==> src/afic_cache_mem.sv <==
// Contract
// - Command EAh writes every cached sector to the media before completing.
// - Busy stays set until all cached sectors are stored or one fails.
// - A successful flush ends with ready and seek-complete set, busy clear.
// - Without flush support the EAh command is answered as aborted.
// - On a failed media write, abort and load the 48-bit failing sector address.
// - The next flush resumes at the sector after the one that failed.
// - Command ECh returns the parameter block through the sector read handshake.
// - Reserved bits and words of the parameter block read as zero.
// - Word 0 holds 0040h.
// - Words 10 to 19 hold the serial number, 20 ASCII bytes, right justified.
// - Words 23 to 26 hold firmware revision, first character in the high byte.
// - Word 47 holds 8001h.
// - Word 53 holds 0007h.
// - Words 57 and 58 hold current capacity, low half first.
// - Word 59 holds the multiple-sector setting, reset 0101h, tracks host changes.
// - Words 60 and 61 hold the sector count reachable with 28-bit addressing.
// - Word 63 holds multiword DMA support and the current selection.
// - Word 64 holds 0003h.
// - Word 75 holds 001fh.
// - Word 88 holds 407Fh at reset and follows the selected ultra DMA mode.
// - Words 100 to 103 hold the 48-bit user addressable sector count.
`timescale 1ns/1ns

package afic_pkg;

  // Commands
  localparam logic [7:0] CMD_FLUSH_EXT = 8'hea;
  localparam logic [7:0] CMD_IDENTIFY = 8'hec;

  // Register byte offsets
  localparam logic [7:0] OFF_DATA = 8'h00;
  localparam logic [7:0] OFF_ERROR = 8'h04;
  localparam logic [7:0] OFF_LBA_LO = 8'h0c;
  localparam logic [7:0] OFF_LBA_HI = 8'h10;
  localparam logic [7:0] OFF_DEVICE = 8'h14;
  localparam logic [7:0] OFF_CMD_STAT = 8'h18;
  localparam logic [7:0] OFF_CONFIG = 8'h1c;
  localparam logic [7:0] OFF_CACHE = 8'h20;

  // Status, error and device bit positions
  localparam int ST_BSY = 7;
  localparam int ST_RDY = 6;
  localparam int ST_DSC = 4;
  localparam int ST_DRQ = 3;
  localparam int ST_ERR = 0;
  localparam int ER_ABRT = 2;
  localparam int DEV_SEL_BIT = 4;

  // Reset values
  localparam logic [7:0] DEV_RST = 8'he0;
  localparam logic [7:0] MULT_RST = 8'h01;
  localparam logic [7:0] MDMA_RST = 8'h00;
  localparam logic [7:0] UDMA_RST = 8'h40;

  // Parameter block fixed fields
  localparam logic [15:0] ID_W0 = 16'h0040;
  localparam logic [15:0] ID_W47 = 16'h8001;
  localparam logic [15:0] ID_W53 = 16'h0007;
  localparam logic [15:0] ID_W64 = 16'h0003;
  localparam logic [15:0] ID_W75 = 16'h001f;
  localparam logic [7:0] ID_W59_VALID = 8'h01;
  localparam logic [7:0] ID_W63_SUP = 8'h07;
  localparam logic [7:0] ID_W88_SUP = 8'h7f;
  localparam logic [7:0] ID_LAST_WORD = 8'hff;
  localparam logic [15:0] CHS_CYL = 16'h3fff;
  localparam logic [15:0] CHS_HEADS = 16'h0010;
  localparam logic [15:0] CHS_SPT = 16'h003f;
  localparam logic [47:0] LBA28_MAX = 48'h0000_0fff_ffff;

  typedef struct packed {
    logic cyc;
    logic stb;
    logic we;
    logic [7:0] adr;
    logic [3:0] sel;
    logic [31:0] dat;
  } afic_wb_req_s;

  typedef enum {
    ST_IDLE,
    ST_FL_RD,
    ST_FL_LOAD,
    ST_FL_REQ,
    ST_ID_PREP,
    ST_ID_XFER
  } afic_state_e;

endpackage

////////////////////////////////////////////////////////////////////////////////

module afic_cache_mem #(
  parameter int WIDTH = 48,
  parameter int DEPTH = 16
) (
  input wire logic clk_i, // Core clock
  input wire logic we_i, // Write strobe
  input wire logic [$clog2(DEPTH)-1:0] waddr_i, // Write address
  input wire logic [WIDTH-1:0] wdata_i, // Write data
  input wire logic [$clog2(DEPTH)-1:0] raddr_i, // Read address
  output logic [WIDTH-1:0] rdata_o // Registered read data
);

  logic [WIDTH-1:0] mem_q [DEPTH];

  // Contents need no reset: only entries between the pointers are ever used
  always_ff @(posedge clk_i) begin
    if (we_i) begin
      mem_q[waddr_i] <= wdata_i;
    end
    rdata_o <= mem_q[raddr_i];
  end

endmodule // afic_cache_mem

==> src/afic_top.sv <==
`timescale 1ns/1ns

module afic_top #(
  parameter int DEPTH = 16,
  parameter bit FLUSH_EXT_SUPPORTED = 1'b1,
  parameter bit DRIVE_NUM = 1'b0,
  parameter logic [47:0] CAPACITY = 48'h0000_3800_0000,
  parameter logic [159:0] SERIAL = {20{8'h30}}, // Arbitrary value
  parameter logic [63:0] FIRMWARE = {8{8'h31}}, // Arbitrary value
  parameter logic [319:0] MODEL = {40{8'h20}} // Arbitrary value
) (
  input wire logic clk_i, // 100 MHz clock
  input wire logic rst_n_i, // Async reset, active low
  input wire afic_pkg::afic_wb_req_s wb_i, // Wishbone request
  output logic wb_ack_o, // Wishbone ack
  output logic [31:0] wb_dat_o, // Wishbone read data
  input wire logic cache_push_i, // Cache fill strobe
  input wire logic [47:0] cache_lba_i, // Sector address being cached
  output logic cache_rdy_o, // Cache accepts a sector
  output logic media_req_o, // Media write request
  output logic [47:0] media_lba_o, // Sector being stored
  input wire logic media_ack_i, // Media write done pulse
  input wire logic media_err_i // Unrecoverable error with ack
);
  import afic_pkg::*;

  localparam int PW = $clog2(DEPTH);

  ////////////////////////////////////////////////////////////////////////////////
  // Reset release

  logic rst_meta_q;
  logic rst_n_q;

  always_ff @(posedge clk_i or negedge rst_n_i) begin
    if (!rst_n_i) begin
      rst_meta_q <= 1'b0;
      rst_n_q <= 1'b0;
    end else begin
      rst_meta_q <= 1'b1;
      rst_n_q <= rst_meta_q;
    end
  end

  ////////////////////////////////////////////////////////////////////////////////
  // Parameter block lookup

  function automatic logic [15:0] id_word(input logic [7:0] w, input logic [7:0] mult,
                                          input logic [7:0] mdma, input logic [7:0] udma);
    logic [15:0] r;
    logic [31:0] cur;
    logic [47:0] lba28;
    int n;
    r = 16'h0000;
    cur = 32'(CHS_CYL) * 32'(CHS_HEADS) * 32'(CHS_SPT);
    lba28 = (CAPACITY > LBA28_MAX) ? LBA28_MAX : CAPACITY;
    n = int'(w);
    if (n >= 10 && n <= 19) begin
      r = SERIAL[159 - 16 * (n - 10) -: 16];
    end else if (n >= 23 && n <= 26) begin
      r = FIRMWARE[63 - 16 * (n - 23) -: 16];
    end else if (n >= 27 && n <= 46) begin
      r = MODEL[319 - 16 * (n - 27) -: 16];
    end else if (n >= 100 && n <= 103) begin
      r = CAPACITY[16 * (n - 100) +: 16] & {16{n != 103}};
    end else begin
      case (w)
        8'h00: r = ID_W0;
        8'h01: r = CHS_CYL;
        8'h02: r = 16'hc837;
        8'h03: r = CHS_HEADS;
        8'h05: r = 16'h0240;
        8'h06: r = CHS_SPT;
        8'h16: r = 16'h0004;
        8'h2f: r = ID_W47;
        8'h31: r = 16'h0f00;
        8'h32: r = 16'h4000;
        8'h33: r = 16'h0200;
        8'h35: r = ID_W53;
        8'h36: r = CHS_CYL;
        8'h37: r = CHS_HEADS;
        8'h38: r = CHS_SPT;
        8'h39: r = cur[15:0];
        8'h3a: r = cur[31:16];
        8'h3b: r = {ID_W59_VALID, mult};
        8'h3c: r = lba28[15:0];
        8'h3d: r = lba28[31:16];
        8'h3f: r = {mdma, ID_W63_SUP};
        8'h40: r = ID_W64;
        8'h41, 8'h42, 8'h43, 8'h44: r = 16'h0078;
        8'h4b: r = ID_W75;
        8'h4c: r = 16'h0306;
        8'h4e: r = 16'h0048;
        8'h4f: r = 16'h0040;
        8'h50: r = 16'h03f0;
        8'h52: r = 16'h742b;
        8'h53: r = 16'h7501;
        8'h54, 8'h57: r = 16'h4020;
        8'h55: r = 16'h7429;
        8'h56: r = 16'h3401;
        8'h58: r = {udma, ID_W88_SUP};
        8'h59: r = 16'h0003;
        8'h5c: r = 16'hfffe;
        default: r = 16'h0000;
      endcase
    end
    return r;
  endfunction

  // Byte-lane merge for register writes
  function automatic logic [31:0] merge(input logic [31:0] old, input logic [31:0] nw,
                                        input logic [3:0] sel);
    logic [31:0] r;
    r = old;
    for (int i = 0; i < 4; i++) begin
      if (sel[i]) begin
        r[8*i +: 8] = nw[8*i +: 8];
      end
    end
    return r;
  endfunction

  ////////////////////////////////////////////////////////////////////////////////
  // State

  afic_state_e state_q, state_d;
  logic [PW:0] rd_ptr_q, rd_ptr_d;
  logic [PW:0] wr_ptr_q, wr_ptr_d;
  logic [7:0] widx_q, widx_d;
  logic err_q, err_d;
  logic [47:0] lba_q, lba_d;
  logic [7:0] dev_q, dev_d;
  logic [7:0] mult_q, mult_d;
  logic [7:0] mdma_q, mdma_d;
  logic [7:0] udma_q, udma_d;
  logic ack_q, ack_d;
  logic [31:0] dat_q, dat_d;
  logic media_req_q, media_req_d;
  logic [47:0] media_lba_q, media_lba_d;
  logic cache_rdy_q, cache_rdy_d;
  logic [47:0] mem_rdata;
  logic push;
  logic wb_hit;
  logic data_rd;
  logic [7:0] status;
  logic [PW:0] level;

  afic_cache_mem #(
    .WIDTH(48),
    .DEPTH(DEPTH)
  ) u_mem (
    .clk_i(clk_i),
    .we_i(push),
    .waddr_i(wr_ptr_q[PW-1:0]),
    .wdata_i(cache_lba_i),
    .raddr_i(rd_ptr_q[PW-1:0]),
    .rdata_o(mem_rdata)
  );

  ////////////////////////////////////////////////////////////////////////////////
  // Next state

  always_comb begin
    state_d = state_q;
    rd_ptr_d = rd_ptr_q;
    wr_ptr_d = wr_ptr_q;
    widx_d = widx_q;
    err_d = err_q;
    lba_d = lba_q;
    dev_d = dev_q;
    mult_d = mult_q;
    mdma_d = mdma_q;
    udma_d = udma_q;
    media_req_d = media_req_q;
    media_lba_d = media_lba_q;
    wb_hit = wb_i.cyc & wb_i.stb & ~ack_q;
    ack_d = wb_hit;
    dat_d = 32'h0000_0000;
    push = cache_push_i & cache_rdy_q;
    data_rd = wb_hit & ~wb_i.we & (wb_i.adr == OFF_DATA) & (state_q == ST_ID_XFER);
    level = wr_ptr_q - rd_ptr_q;
    status = 8'h00;
    status[ST_BSY] = (state_q != ST_IDLE) && (state_q != ST_ID_XFER);
    status[ST_RDY] = 1'b1;
    status[ST_DSC] = 1'b1;
    status[ST_DRQ] = (state_q == ST_ID_XFER);
    status[ST_ERR] = err_q;

    if (push) begin
      wr_ptr_d = wr_ptr_q + 1'b1;
    end

    // Register reads
    if (wb_hit && !wb_i.we) begin
      case (wb_i.adr)
        OFF_DATA: dat_d = data_rd ? {16'h0000, id_word(widx_q, mult_q, mdma_q, udma_q)}
                                  : 32'h0000_0000;
        OFF_ERROR: dat_d = {29'h0, err_q, 2'b00};
        OFF_LBA_LO: dat_d = {8'h00, lba_q[23:0]};
        OFF_LBA_HI: dat_d = {8'h00, lba_q[47:24]};
        OFF_DEVICE: dat_d = {24'h0, dev_q};
        OFF_CMD_STAT: dat_d = {24'h0, status};
        OFF_CONFIG: dat_d = {8'h00, udma_q, mdma_q, mult_q};
        OFF_CACHE: dat_d = 32'(level);
        default: dat_d = 32'h0000_0000;
      endcase
    end

    // Identify words leave one per data read, in ascending order
    if (data_rd) begin
      widx_d = widx_q + 8'h01;
      if (widx_q == ID_LAST_WORD) begin
        state_d = ST_IDLE;
      end
    end

    // Register writes; the task file only changes while idle
    if (wb_hit && wb_i.we) begin
      case (wb_i.adr)
        OFF_CONFIG: begin
          {udma_d, mdma_d, mult_d} = 24'(merge({8'h00, udma_q, mdma_q, mult_q},
                                               wb_i.dat, wb_i.sel));
        end
        OFF_LBA_LO: if (state_q == ST_IDLE) begin
          lba_d[23:0] = 24'(merge({8'h00, lba_q[23:0]}, wb_i.dat, wb_i.sel));
        end
        OFF_LBA_HI: if (state_q == ST_IDLE) begin
          lba_d[47:24] = 24'(merge({8'h00, lba_q[47:24]}, wb_i.dat, wb_i.sel));
        end
        OFF_DEVICE: if (state_q == ST_IDLE && wb_i.sel[0]) begin
          dev_d = wb_i.dat[7:0];
        end
        OFF_CMD_STAT: begin
          // Commands for the other drive, or while busy, are ignored
          if (state_q == ST_IDLE && wb_i.sel[0] && dev_q[DEV_SEL_BIT] == DRIVE_NUM) begin
            err_d = 1'b0;
            if (wb_i.dat[7:0] == CMD_FLUSH_EXT) begin
              if (FLUSH_EXT_SUPPORTED) begin
                state_d = ST_FL_RD;
              end else begin
                err_d = 1'b1;
              end
            end else if (wb_i.dat[7:0] == CMD_IDENTIFY) begin
              state_d = ST_ID_PREP;
              widx_d = 8'h00;
            end else begin
              err_d = 1'b1;
            end
          end
        end
        default: ;
      endcase
    end

    // Flush walk: one media write per cached sector
    case (state_q)
      ST_FL_RD: begin
        if (rd_ptr_q == wr_ptr_q) begin
          state_d = ST_IDLE;
        end else begin
          state_d = ST_FL_LOAD;
        end
      end
      ST_FL_LOAD: begin
        media_req_d = 1'b1;
        media_lba_d = mem_rdata;
        state_d = ST_FL_REQ;
      end
      ST_FL_REQ: begin
        if (media_ack_i) begin
          media_req_d = 1'b0;
          rd_ptr_d = rd_ptr_q + 1'b1;
          if (media_err_i) begin
            lba_d = media_lba_q;
            err_d = 1'b1;
            state_d = ST_IDLE;
          end else begin
            state_d = ST_FL_RD;
          end
        end
      end
      ST_ID_PREP: state_d = ST_ID_XFER;
      default: ;
    endcase

    // Filling pauses during commands so the flush sees a fixed set
    cache_rdy_d = (state_d == ST_IDLE) && ((wr_ptr_d - rd_ptr_d) != (PW+1)'(DEPTH));
  end

  ////////////////////////////////////////////////////////////////////////////////
  // Registers

  always_ff @(posedge clk_i or negedge rst_n_q) begin
    if (!rst_n_q) begin
      state_q <= ST_IDLE;
      rd_ptr_q <= '0;
      wr_ptr_q <= '0;
      widx_q <= 8'h00;
      err_q <= 1'b0;
      lba_q <= 48'h0;
      dev_q <= DEV_RST;
      mult_q <= MULT_RST;
      mdma_q <= MDMA_RST;
      udma_q <= UDMA_RST;
      ack_q <= 1'b0;
      dat_q <= 32'h0000_0000;
      media_req_q <= 1'b0;
      media_lba_q <= 48'h0;
      cache_rdy_q <= 1'b0;
    end else begin
      state_q <= state_d;
      rd_ptr_q <= rd_ptr_d;
      wr_ptr_q <= wr_ptr_d;
      widx_q <= widx_d;
      err_q <= err_d;
      lba_q <= lba_d;
      dev_q <= dev_d;
      mult_q <= mult_d;
      mdma_q <= mdma_d;
      udma_q <= udma_d;
      ack_q <= ack_d;
      dat_q <= dat_d;
      media_req_q <= media_req_d;
      media_lba_q <= media_lba_d;
      cache_rdy_q <= cache_rdy_d;
    end
  end

  assign wb_ack_o = ack_q;
  assign wb_dat_o = dat_q;
  assign media_req_o = media_req_q;
  assign media_lba_o = media_lba_q;
  assign cache_rdy_o = cache_rdy_q;

  ////////////////////////////////////////////////////////////////////////////////
  // Checks

  logic cmd_wr;
  assign cmd_wr = wb_hit & wb_i.we & (wb_i.adr == OFF_CMD_STAT) & wb_i.sel[0]
                  & (state_q == ST_IDLE) & (dev_q[DEV_SEL_BIT] == DRIVE_NUM);

  chk_media_hold: assert property (@(posedge clk_i) disable iff (!rst_n_q)
    media_req_q && !media_ack_i |=> media_req_q && $stable(media_lba_q))
    else $error("media request dropped before ack");

  chk_bsy_flush: assert property (@(posedge clk_i) disable iff (!rst_n_q)
    state_q == ST_FL_REQ && !media_ack_i |=> status[ST_BSY])
    else $error("busy cleared during flush");

  chk_flush_done: assert property (@(posedge clk_i) disable iff (!rst_n_q)
    state_q == ST_FL_RD && rd_ptr_q == wr_ptr_q && !err_q
    |=> !status[ST_BSY] && status[ST_RDY] && status[ST_DSC] && !status[ST_ERR])
    else $error("flush did not complete with ready status");

  chk_unsup_abort: assert property (@(posedge clk_i) disable iff (!rst_n_q)
    cmd_wr && wb_i.dat[7:0] == CMD_FLUSH_EXT && !FLUSH_EXT_SUPPORTED
    |=> err_q && state_q == ST_IDLE)
    else $error("unsupported flush not aborted");

  chk_err_lba: assert property (@(posedge clk_i) disable iff (!rst_n_q)
    state_q == ST_FL_REQ && media_ack_i && media_err_i
    |=> err_q && lba_q == $past(media_lba_q) && state_q == ST_IDLE)
    else $error("failing sector address not reported");

  chk_resume: assert property (@(posedge clk_i) disable iff (!rst_n_q)
    state_q == ST_FL_REQ && media_ack_i |=> rd_ptr_q == $past(rd_ptr_q) + 1'b1)
    else $error("flush pointer not past the written sector");

  chk_word0: assert property (@(posedge clk_i) disable iff (!rst_n_q)
    data_rd && widx_q == 8'h00 |=> wb_ack_o && wb_dat_o == {16'h0000, ID_W0})
    else $error("word 0 wrong");

  chk_word59: assert property (@(posedge clk_i) disable iff (!rst_n_q)
    data_rd && widx_q == 8'h3b |=> wb_dat_o[15:0] == {ID_W59_VALID, $past(mult_q)})
    else $error("word 59 does not follow the setting");

  chk_id_end: assert property (@(posedge clk_i) disable iff (!rst_n_q)
    data_rd && widx_q == ID_LAST_WORD |=> state_q == ST_IDLE && !status[ST_BSY])
    else $error("identify did not end after word 255");

endmodule // afic_top

==> config.mk <==
export PLATFORM = sky130hd
export DESIGN_NAME = afic_top
export DESIGN_NICKNAME = d
export VERILOG_FILES = /design/src/afic_cache_mem.sv /design/src/afic_top.sv
export SDC_FILE = /design/constraint.sdc
export NUM_CORES = 1
export LEC_CHECK = 0
export BUFFER_PORTS_ARGS = -buffer_cell sky130_fd_sc_hd__buf_2
export CORE_ASPECT_RATIO = 1.2
export CORE_MARGIN = 2
export CORE_UTILIZATION = 40
export CTS_BUF_LIST = sky130_fd_sc_hd__clkbuf_4 sky130_fd_sc_hd__clkbuf_8 sky130_fd_sc_hd__clkbuf_16
export DETAILED_ROUTE_END_ITERATION = 10
export RECOVER_POWER = 50
export SKIP_LAST_GASP = 1
export SYNTH_ARGS = -nofsm -noshare
export SYNTH_HDL_FRONTEND = slang
export SYNTH_SLANG_ARGS = --single-unit
==> constraint.sdc <==
create_clock -name clk_i -period 19.5 [get_ports clk_i]
set_input_delay 0.975 -clock clk_i [delete_from_list [all_inputs] [get_ports clk_i]]
set_output_delay 0.975 -clock clk_i [all_outputs]
set_load 0.005 [all_outputs]
-- After elaboration in Yosys (flattened, before gate mapping)
Memories as Yosys holds them, arrays and structs flattened. A register that Yosys moved wholly into a read port is not among the register bits.
Cells that the tools add are included.
Widths: inputs -> output; s select.
- register bits: 216
- RAM bits: 768
- input port bits: 100
- output and inout bits: 83
- word-level logic and storage cells: 194
- memories: 1
- memories (name ; depth ; width ; read ports ; clocked after Yosys merged registers in ; write ports ; RTL line ; text):
    u_mem.mem_q ; 16 ; 48 ; 1 ; 1 ; 1 ; afic_cache_mem.sv:105 ; logic [WIDTH-1:0] mem_q [DEPTH];
- add/sub/neg operators: 12
- magnitude comparators: 8
- equality and inequality tests: 59
- shift operators: 4
- mux-type cells: 54
- bitwise operators: 10
- reduce and logical (&&, ||, !) cells: 29
- operators by type and width (kind ; number):
    $pmux 16 s31 ; 1
    $shiftx 335x14->16 const A ; 1
    $mux 32 ; 9
    $mux 48 ; 4
    $pmux 24 s8 ; 1
    $shiftx 175x14->16 const A ; 1
    $eq 8x7->1 const B ; 19
    $pmux 32 s4 ; 1
    $eq 8x6->1 const B ; 15
    $mux 24 ; 4
    $mux 8 ; 12
    $mux 16 ; 5
    $shiftx 79x14->16 const A ; 1
    $eq 32x2->1 const B ; 2
    $logic_not 32->1 ; 2
    $shiftx 48x13->16 const A ; 1
    $eq 8x5->1 const B ; 5
    $eq 32x1->1 const B ; 1
    $eq 32x3->1 const B ; 1
    $eq 32x4->1 const B ; 1
    $ne 32x4->1 const B ; 1
    $reduce_bool 32->1 ; 1
    $eq 8x3->1 const B ; 3
    $eq 8x8->1 const B ; 3
    37 further kinds ; 81

-- Longest topological paths before layout
Gate-level depths: netlist of the first run.
- depth after elaboration: 15
- gate-level depth with buffers: 16
- gate-level depth less buffers: 15

-- Hierarchy
From an unflattened synthesis of the first run, not the netlist that was laid out.
- cell total of the unflattened synthesis: 2288
- area, all modules: 40677.8 sq um
- by module, submodules not included (module ; times used ; cells an instance ; area each (sq um)):
    afic_cache_mem ; 1 ; 1242 ; 29691.0
    afic_top ; 1 ; 1046 ; 10986.8

-- Worst setup path before layout of the first run
No wires, ideal clock.
- kind: input -> register
- from: in cache_push_i
- to: mem u_mem.mem_q[11][0], enable pin
- library setup time: 454 ps
- arrival: 3377 ps
- data required time: 19046 ps
- slack: 15670 ps
- stages: 4
- path buffers: 1
- cell sequence: and3_1 clkbuf_1 nand2_1 nor2_1
- cells in the longest elaborated chain, start to end: 3
- ends and longest elaborated chain (item ; RTL line ; text):
    start: declaration ; afic_top.sv:17 ; input wire logic cache_push_i,
    $and 1x1->1 ; afic_top.sv:179 ; push = cache_push_i & cache_rdy_q;
    $mux 1 ; afic_cache_mem.sv:109 ; if (we_i) begin
    $mux 1 (implied by the code) ; afic_cache_mem.sv:110 ; mem_q[waddr_i] <= wdata_i;
    end: declaration ; afic_cache_mem.sv:105 ;
No other way between the ends.

==> impl_metrics.csv, run 1 <==
group,metric,value,unit
layout,n_fill_cell,8458,
global_routing,gr-total-overflow,0,
clock_tree,ctsResizeCount,0,
sta,rsz0062_at_grt,"false",
synthesis,netlist_instances,2160,
global_routing,grt_use_total,0.204,
clock_tree,holdBufCountCts,0,
sta,tightest_slew,3.19,ns
outcome,status,"finished, violations left",
placement,preCtsSetupSlack,15.51,ns
synthesis,synth_area_leader_cell,"edfxtp_1",
clock_tree,cts_buffer_depth,3,
floorplan,die_h,353,µm
floorplan,initial_utilization,0.404,
pwr,vdd_drop_max,70.3,µV
flow_run,drv_cap,5,
floorplan,die_area,104000,µm²
setup_path,path_class,"register to asynchronous set/reset pin",
synthesis,ys_types,83,
floorplan,die_width,295,µm
outcome,violations,"capacitance limit, slew limit",
sta,fmax,0.178,GHz
layout,drive_above_1_share,0.284,
detailed_routing,routed_wl,106000,µm
sta,finalSetupViolations,0,
pwr,power.leakage,16.2,nW
setup_path,required,20.22,ns
global_routing,grt_pass1_vias,22000,
global_routing,grt_max_degree,63,
setup_path,endpoint_kind,"asynchronous set/reset pin",
pwr,finalPower,6.10,mW
sta,fin_crit_sh,0.289,
placement,portBuffers,165,
global_routing,antenna_found_initial,13,
floorplan,pin_count,183,
synthesis,synth-seq-area-share,0.721,
clock_tree,cts_tree,"yes",
synthesis,syn_area,40500,µm²
clock_tree,clkTransAtPathRegs,0.06,ns
detailed_routing,final_antenna_net_count,0,
setup_path,cp.arrival,6.35,ns
layout,nets,2446,
floorplan,core-area,100000,µm²
clock_tree,clockRootBuffer,"clkbuf_16",
detailed_routing,num_vias,21300,
clock_tree,cts_buffers,99,
clock_tree,clkSinkCount,1024,
detailed_routing,via_per_inst,5.66,
pwr,power.density,132,nW/µm²
setup_path,path_max_fanout,56,
sta,drv_slew,165,
detailed_routing,drt_iter0_markers,2192,
synthesis,synthArstFlopShare,0.203,
placement,dp_hpwl,64100,µm
min_path,hold_class,"input port to asynchronous set/reset pin",
setup_path,crit_path_start_kind,"register",
synthesis,synth_flop_cell,"edfxtp_1",
synthesis,ys_ff_latch,1024,
layout,syn_to_final_growth,13.7,%
sta,finClkSkew,0.0265,ns
clock_tree,clk_latency,0.69,ns
floorplan,std_cell_rows,127,
detailed_routing,drt_pass1_iterations,8,
synthesis,yosys.area.top_type_share,0.569,
sta,min_period,5.63,ns
sta,hold_violations,0,
detailed_routing,drc,0,
synthesis,synth_area_leaders,"edfxtp_1 (57%), mux4_2 (13%), dfrtp_1 (13%)",
placement,gp_congestion,0.924,
global_routing,grt_pass1_wl,154000,µm
synthesis,syn_avg_cell_area,18.8,µm²
sta,layout_setup_ws,13.87,ns
sta,fin_setup_tns,0,ns
clock_tree,post-cts-setup-buffers,0,
detailed_routing,wl_per_cell,28.1,µm
clock_tree,h-tree-depth,3,
sta,maxSlewHeadroom,-1.13,
synthesis,synth-edff-count,768,
synthesis,yosysWarnings,0,
-- synthesized netlist by cell type, types with 19 or more instances --
cell type	n
nor2_1	90
mux4_2	240
xnor2_1	28
and3_1	21
dfxtp_1	48
clkbuf_1	118
nand2_1	56
edfxtp_1	768
mux2i_1	51
buf_1	19
nand3_1	22
inv_1	21
ha_1	28
mux2_2	81
dfrtp_1	203
a21oi_1	84
o21ai_0	25
-- power breakdown --
group	leakage, nW	internal (mW)	total [mW]	switching (mW)
registers	9.90	2.56	2.80	0.239
logic	4.63	0.712	1.34	0.626
clock network	1.70	1.12	1.96	0.836
-- state kept, by name, summed over array words and instances, names as in the netlist, 5 cells and up --
name           flops
u_mem.mem_q      768
mdma_q             8
mult_q             8
wr_ptr_q           5
media_lba_o       48
u_mem.rdata_o     48
udma_q             8
state_q           32
rd_ptr_q           5
wb_dat_o          24
widx_q             8
lba_q             48
dev_q              8
-- critical path, cell delays in order (launching register included) --
cell and delay [ns]:
dfrtp_1 1.56, clkbuf_1 2.33, buf_4 0.92, buf_4 0.75
-- path summary, 6_finish.rpt --
path                               start                           to  slack, ns  cells past startpoint
hold / removal                   rst_n_i         rst_meta_q$_DFF_PN0_       0.08                      1
hold reg to reg     rst_meta_q$_DFF_PN0_            rst_n_q$_DFF_PN0_       0.36                      0
setup / recovery       rst_n_q$_DFF_PN0_  media_lba_o[36]$_DFFE_PN0P_      13.87                      3
min in group clk_i  rst_meta_q$_DFF_PN0_            rst_n_q$_DFF_PN0_       0.36                      0
setup reg to reg       rst_n_q$_DFF_PN0_  media_lba_o[36]$_DFFE_PN0P_      13.87                      3
max in group clk_i   widx_q[1]$_DFF_PN0_        wb_dat_o[5]$_DFF_PN0_      15.46                     10
-- cells by family (layout without fill, tap and decap cells) --
logic type	after synthesis	count (layout)	share of synthesized area
flip-flops	1024	1024	0.721
multiplexers	372	372	0.168
AND/OR/NAND/NOR	288	288	0.0372
AO/OA/AOI/OAI	232	232	0.0381
buffers and inverters	177	413	0.0178
XOR/XNOR	36	36	0.00778
adder cells (fa/ha/maj)	29	29	0.00914
other	2	11	0.000185
-- layer usage --
layer  vias to the layer above  wire length (µm)  GRT usage  part of all wire
met4                        16              2720     0.0600             0.026
met1                     11300             42100      0.265              0.40
met2                       788             54000      0.351              0.51
met3                       187              6620     0.0346             0.063
met5                         -               100          0           0.00095
li1                       8971                 -          -                 -
-- per-stage QoR --
step,hold slack (ns),util,cells,area [µm²]
floorplan,0.331,-,2167,40600
global placement,0.337,0.427,3570,42800
detailed placement,0.346,0.427,3570,42800
CTS,0.0400,0.460,3757,46200
global route,0.0594,0.460,3758,46100
finish,0.0774,0.460,3759,46100
-- cells in the final DEF, fill, tap and decap left out, types with 15 or more instances in the layout --
cell / synthesis / layout
o21ai_0: 25 / 25
nand3_1: 22 / 21
clkbuf_1: 118 / 50
nand2_1: 56 / 55
a22oi_1: 16 / 16
a21oi_1: 84 / 84
a222oi_1: 18 / 18
nand4_1: 15 / 15
clkinv_2: 0 / 19
ha_1: 28 / 28
mux4_2: 240 / 240
edfxtp_1: 768 / 768
clkbuf_4: 0 / 26
dfxtp_1: 48 / 48
xnor2_1: 28 / 28
buf_2: 5 / 116
buf_4: 8 / 36
mux2_2: 81 / 81
clkbuf_16: 0 / 99
inv_1: 21 / 20
and3_1: 21 / 21
nor2_1: 90 / 88
dfrtp_1: 203 / 200
mux2i_1: 51 / 51
-- final cells by class --
class                      count  area [µm²]  area share
antenna                        2        5.00    0.000109
sequential                  1024       29200       0.634
clock buffer                 137        2840      0.0616
inverter                      24        92.6     0.00201
timing repair buffer         202        1040      0.0225
clock inverter                50         546      0.0118
tap                         1354        1690      0.0368
multi-input combinational    966       10600       0.231
(Power assumes the default switching activity.)
==> inputs of run 2 (changes only) <==
- clock period: 19.5 -> 5.4 ns (I/O delays scaled with it)
==> run 2 against run 1 <==
Against the previous run:
- the flow still finishes with violations (capacitance limit, slew limit)
- first-iteration DRC count decreased by 5.9%
- setup slack lost 12 ns
- power increased to 3.6 times the previous value
- critical path type is now register to register
- critical path depth rose by 6
- sequential power grew to 3.6 times the previous value
- clock skew up 0.0044 ns
- sequential cell count did not move
- final cell count grew 2.1%
- highest routed layer unchanged
==> impl_metrics.csv, run 2 (same netlist as run 1, synthesis figures left out) <==
group,metric,value,unit
clock_tree,cts_buffer_depth,3,
placement,portBuffers,165,
setup_path,r2r-start,"widx_q[2]$_DFF_PN0_",
floorplan,std_cell_rows,127,
sta,fmax,0.251,GHz
setup_path,slowest_stage,"a2111oi_0",
layout,syn_to_final_growth,15.7,%
clock_tree,ctsResizeCount,0,
clock_tree,clockRootBuffer,"clkbuf_16",
detailed_routing,drc,0,
min_path,holdPathEnd,"err_q$_DFF_PN0_",
setup_path,path_class,"register to register",
clock_tree,clkSinkCount,1024,
pwr,internal_power,16.0,mW
setup_path,critical_path.cell_chain,"inv_1 > ha_1 > a21oi_1 > a21oi_1 > a2111oi_0 > o31ai_1 > o221a_2 > o21bai_1 > a21oi_1",
floorplan,core-area,100000,µm²
detailed_routing,num_vias,21500,
setup_path,cp.arrival,4.53,ns
global_routing,grt_use_total,0.203,
setup_path,reg2reg_slack,1.41,ns
global_routing,antenna_found_initial,10,
layout,seq_area,29200,µm²
outcome,violations,"capacitance limit, slew limit",
global_routing,met3_usage,0.0282,
sta,maxSlewHeadroom,-1.01,
flow_run,drv_cap,1,
clock_tree,clk_latency,0.67,ns
sta,min_period,3.99,ns
global_routing,grt.busiest_layer,"met2",
floorplan,die_h,353,µm
detailed_routing,drt_pass1_iterations,8,
setup_path,path_max_fanout,13,
sta,rsz0062_at_grt,"false",
sta,fin_crit_sh,0.739,
min_path,min_from,"wb_i[41]",
detailed_routing,drt_iter0_markers,2063,
layout,largest_reg_flops,768,
setup_path,r2r_end,"wb_dat_o[13]$_DFF_PN0_",
min_path,hold_class,"input port to register",
clock_tree,cts_buffers,99,
placement,gp_congestion,0.923,
detailed_routing,final_antenna_net_count,0,
layout,layout.cells.non_filler,3838,
min_path,whs_path_depth,6,
sta,finClkSkew,0.0309,ns
placement,dp_hpwl,63000,µm
placement,dp_cells,3570,
pwr,pwr-share-seq,0.458,
pwr,pwr-share-comb,0.220,
layout,n_fill_cell,8448,
global_routing,gr-total-overflow,0,
global_routing,grt_pass1_vias,22500,
floorplan,die_width,295,µm
pwr,power.leakage,16.5,nW
detailed_routing,wl_per_cell,27.2,µm
sta,fin_setup_tns,0,ns
setup_path,cp_common_cell,"a21oi_1",
pwr,power_switching,6.05,mW
setup_path,rr_worst_depth,9,
setup_path,slowest_delay,0.90,ns
sta,hold_ws,0.196,ns
global_routing,use_met2,0.343,
pwr,power.density,471,nW/µm²
global_routing,grt_pass1_wl,154000,µm
setup_path,endpoint_kind,"register",
sta,tightest_slew,3.01,ns
sta,drv_slew,54,
pwr,p_clk_frac,0.322,
clock_tree,cts_tree,"yes",
clock_tree,clkTransAtPathRegs,0.06,ns
layout,drive_above_1_share,0.269,
pwr,finalPower,22.1,mW
sta,finalSetupViolations,0,
global_routing,grt_max_degree,137,
layout,multi_input_area,10600,µm²
pwr,vdd_drop_max,460,µV
outcome,status,"finished, violations left",
layout,nets,2523,
floorplan,die_area,104000,µm²
floorplan,pin_count,183,
global_routing,use_met1,0.274,
detailed_routing,routed_wl,104000,µm
layout,top_register,"u_mem.mem_q",
detailed_routing,via_per_inst,5.61,
sta,hold_violations,0,
setup_path,crit_path_start_kind,"register",
layout,layout_common_cells,"edfxtp_1 (768), mux4_2 (240), dfrtp_1 (200)",
setup_path,required,5.94,ns
clock_tree,h-tree-depth,3,
pwr,swShare,0.274,
layout,layout_commonest_cell,"edfxtp_1",
floorplan,initial_utilization,0.404,
-- run 2: worst max-delay path by stage --
stage,cells after the start,to,start,slack [ns]
floorplan,0,cache_rdy_o$_DFF_PN0_,rst_n_q$_DFF_PN0_,1.98
detailed placement,9,wb_dat_o[13]$_DFF_PN0_,widx_q[2]$_DFF_PN0_,1.52
global route,1,media_lba_o[32]$_DFFE_PN0P_,rst_n_q$_DFF_PN0_,0.99
global placement,9,wb_dat_o[13]$_DFF_PN0_,widx_q[2]$_DFF_PN0_,1.61
finish,9,wb_dat_o[13]$_DFF_PN0_,widx_q[2]$_DFF_PN0_,1.41
CTS,9,wb_dat_o[13]$_DFF_PN0_,widx_q[2]$_DFF_PN0_,1.50
-- run 2: power by group through the flow --
| stage | logic [mW] | clock network, mW | registers (mW) |
|---|---|---|---|
| 2_1_floorplan | 3.67 | 0 | 9.67 |
| 3_5_place_dp | 4.93 | 0 | 10.3 |
| 5_1_grt | 5.29 | 7.57 | 10.2 |
| 6_report | 4.87 | 7.12 | 10.1 |
| 3_3_place_gp | 4.87 | 0 | 10.3 |
| 4_1_cts | 4.99 | 7.26 | 10.1 |
-- run 2: final cells by class --
type	instances	area share
multi-input combinational	966	0.227
timing repair buffer	279	0.0387
inverter	24	0.00197
clock inverter	47	0.0109
tap	1354	0.0361
antenna	3	0.000160
sequential	1024	0.624
clock buffer	141	0.0613
-- run 2: through the flow --
stage	cell area, µm²	setup WS [ns]	utilization
after floorplan	40600	1.98	-
after detailed placement	42800	1.52	0.427
after global placement	42800	1.61	0.427
after CTS	47000	1.50	0.469
final	46900	1.41	0.468
after global routing	46900	0.989	0.468
-- run 2: per-layer routing --
metal,up-vias,part of all wire
li1,9124,-
met1,11500,0.41
met2,744,0.51
met3,174,0.059
met4,14,0.025
met5,-,0.00092
-- run 2: worst max-delay path, delay by kind of cell, from the launching register on --
kind / cells / cell delay, ns
AOI/OAI and AO/OA: 7 / 2.59
DFF: 1 / 0.53
adders and majority gates: 1 / 0.48
buffers and inverters: 1 / 0.24
-- run 2: repair_timing --
item / 4_1_cts / 5_1_grt
setup buffers: 0 / 0
hold buffers: 77 / 0
endpoints found under the hold margin: 852 / 0
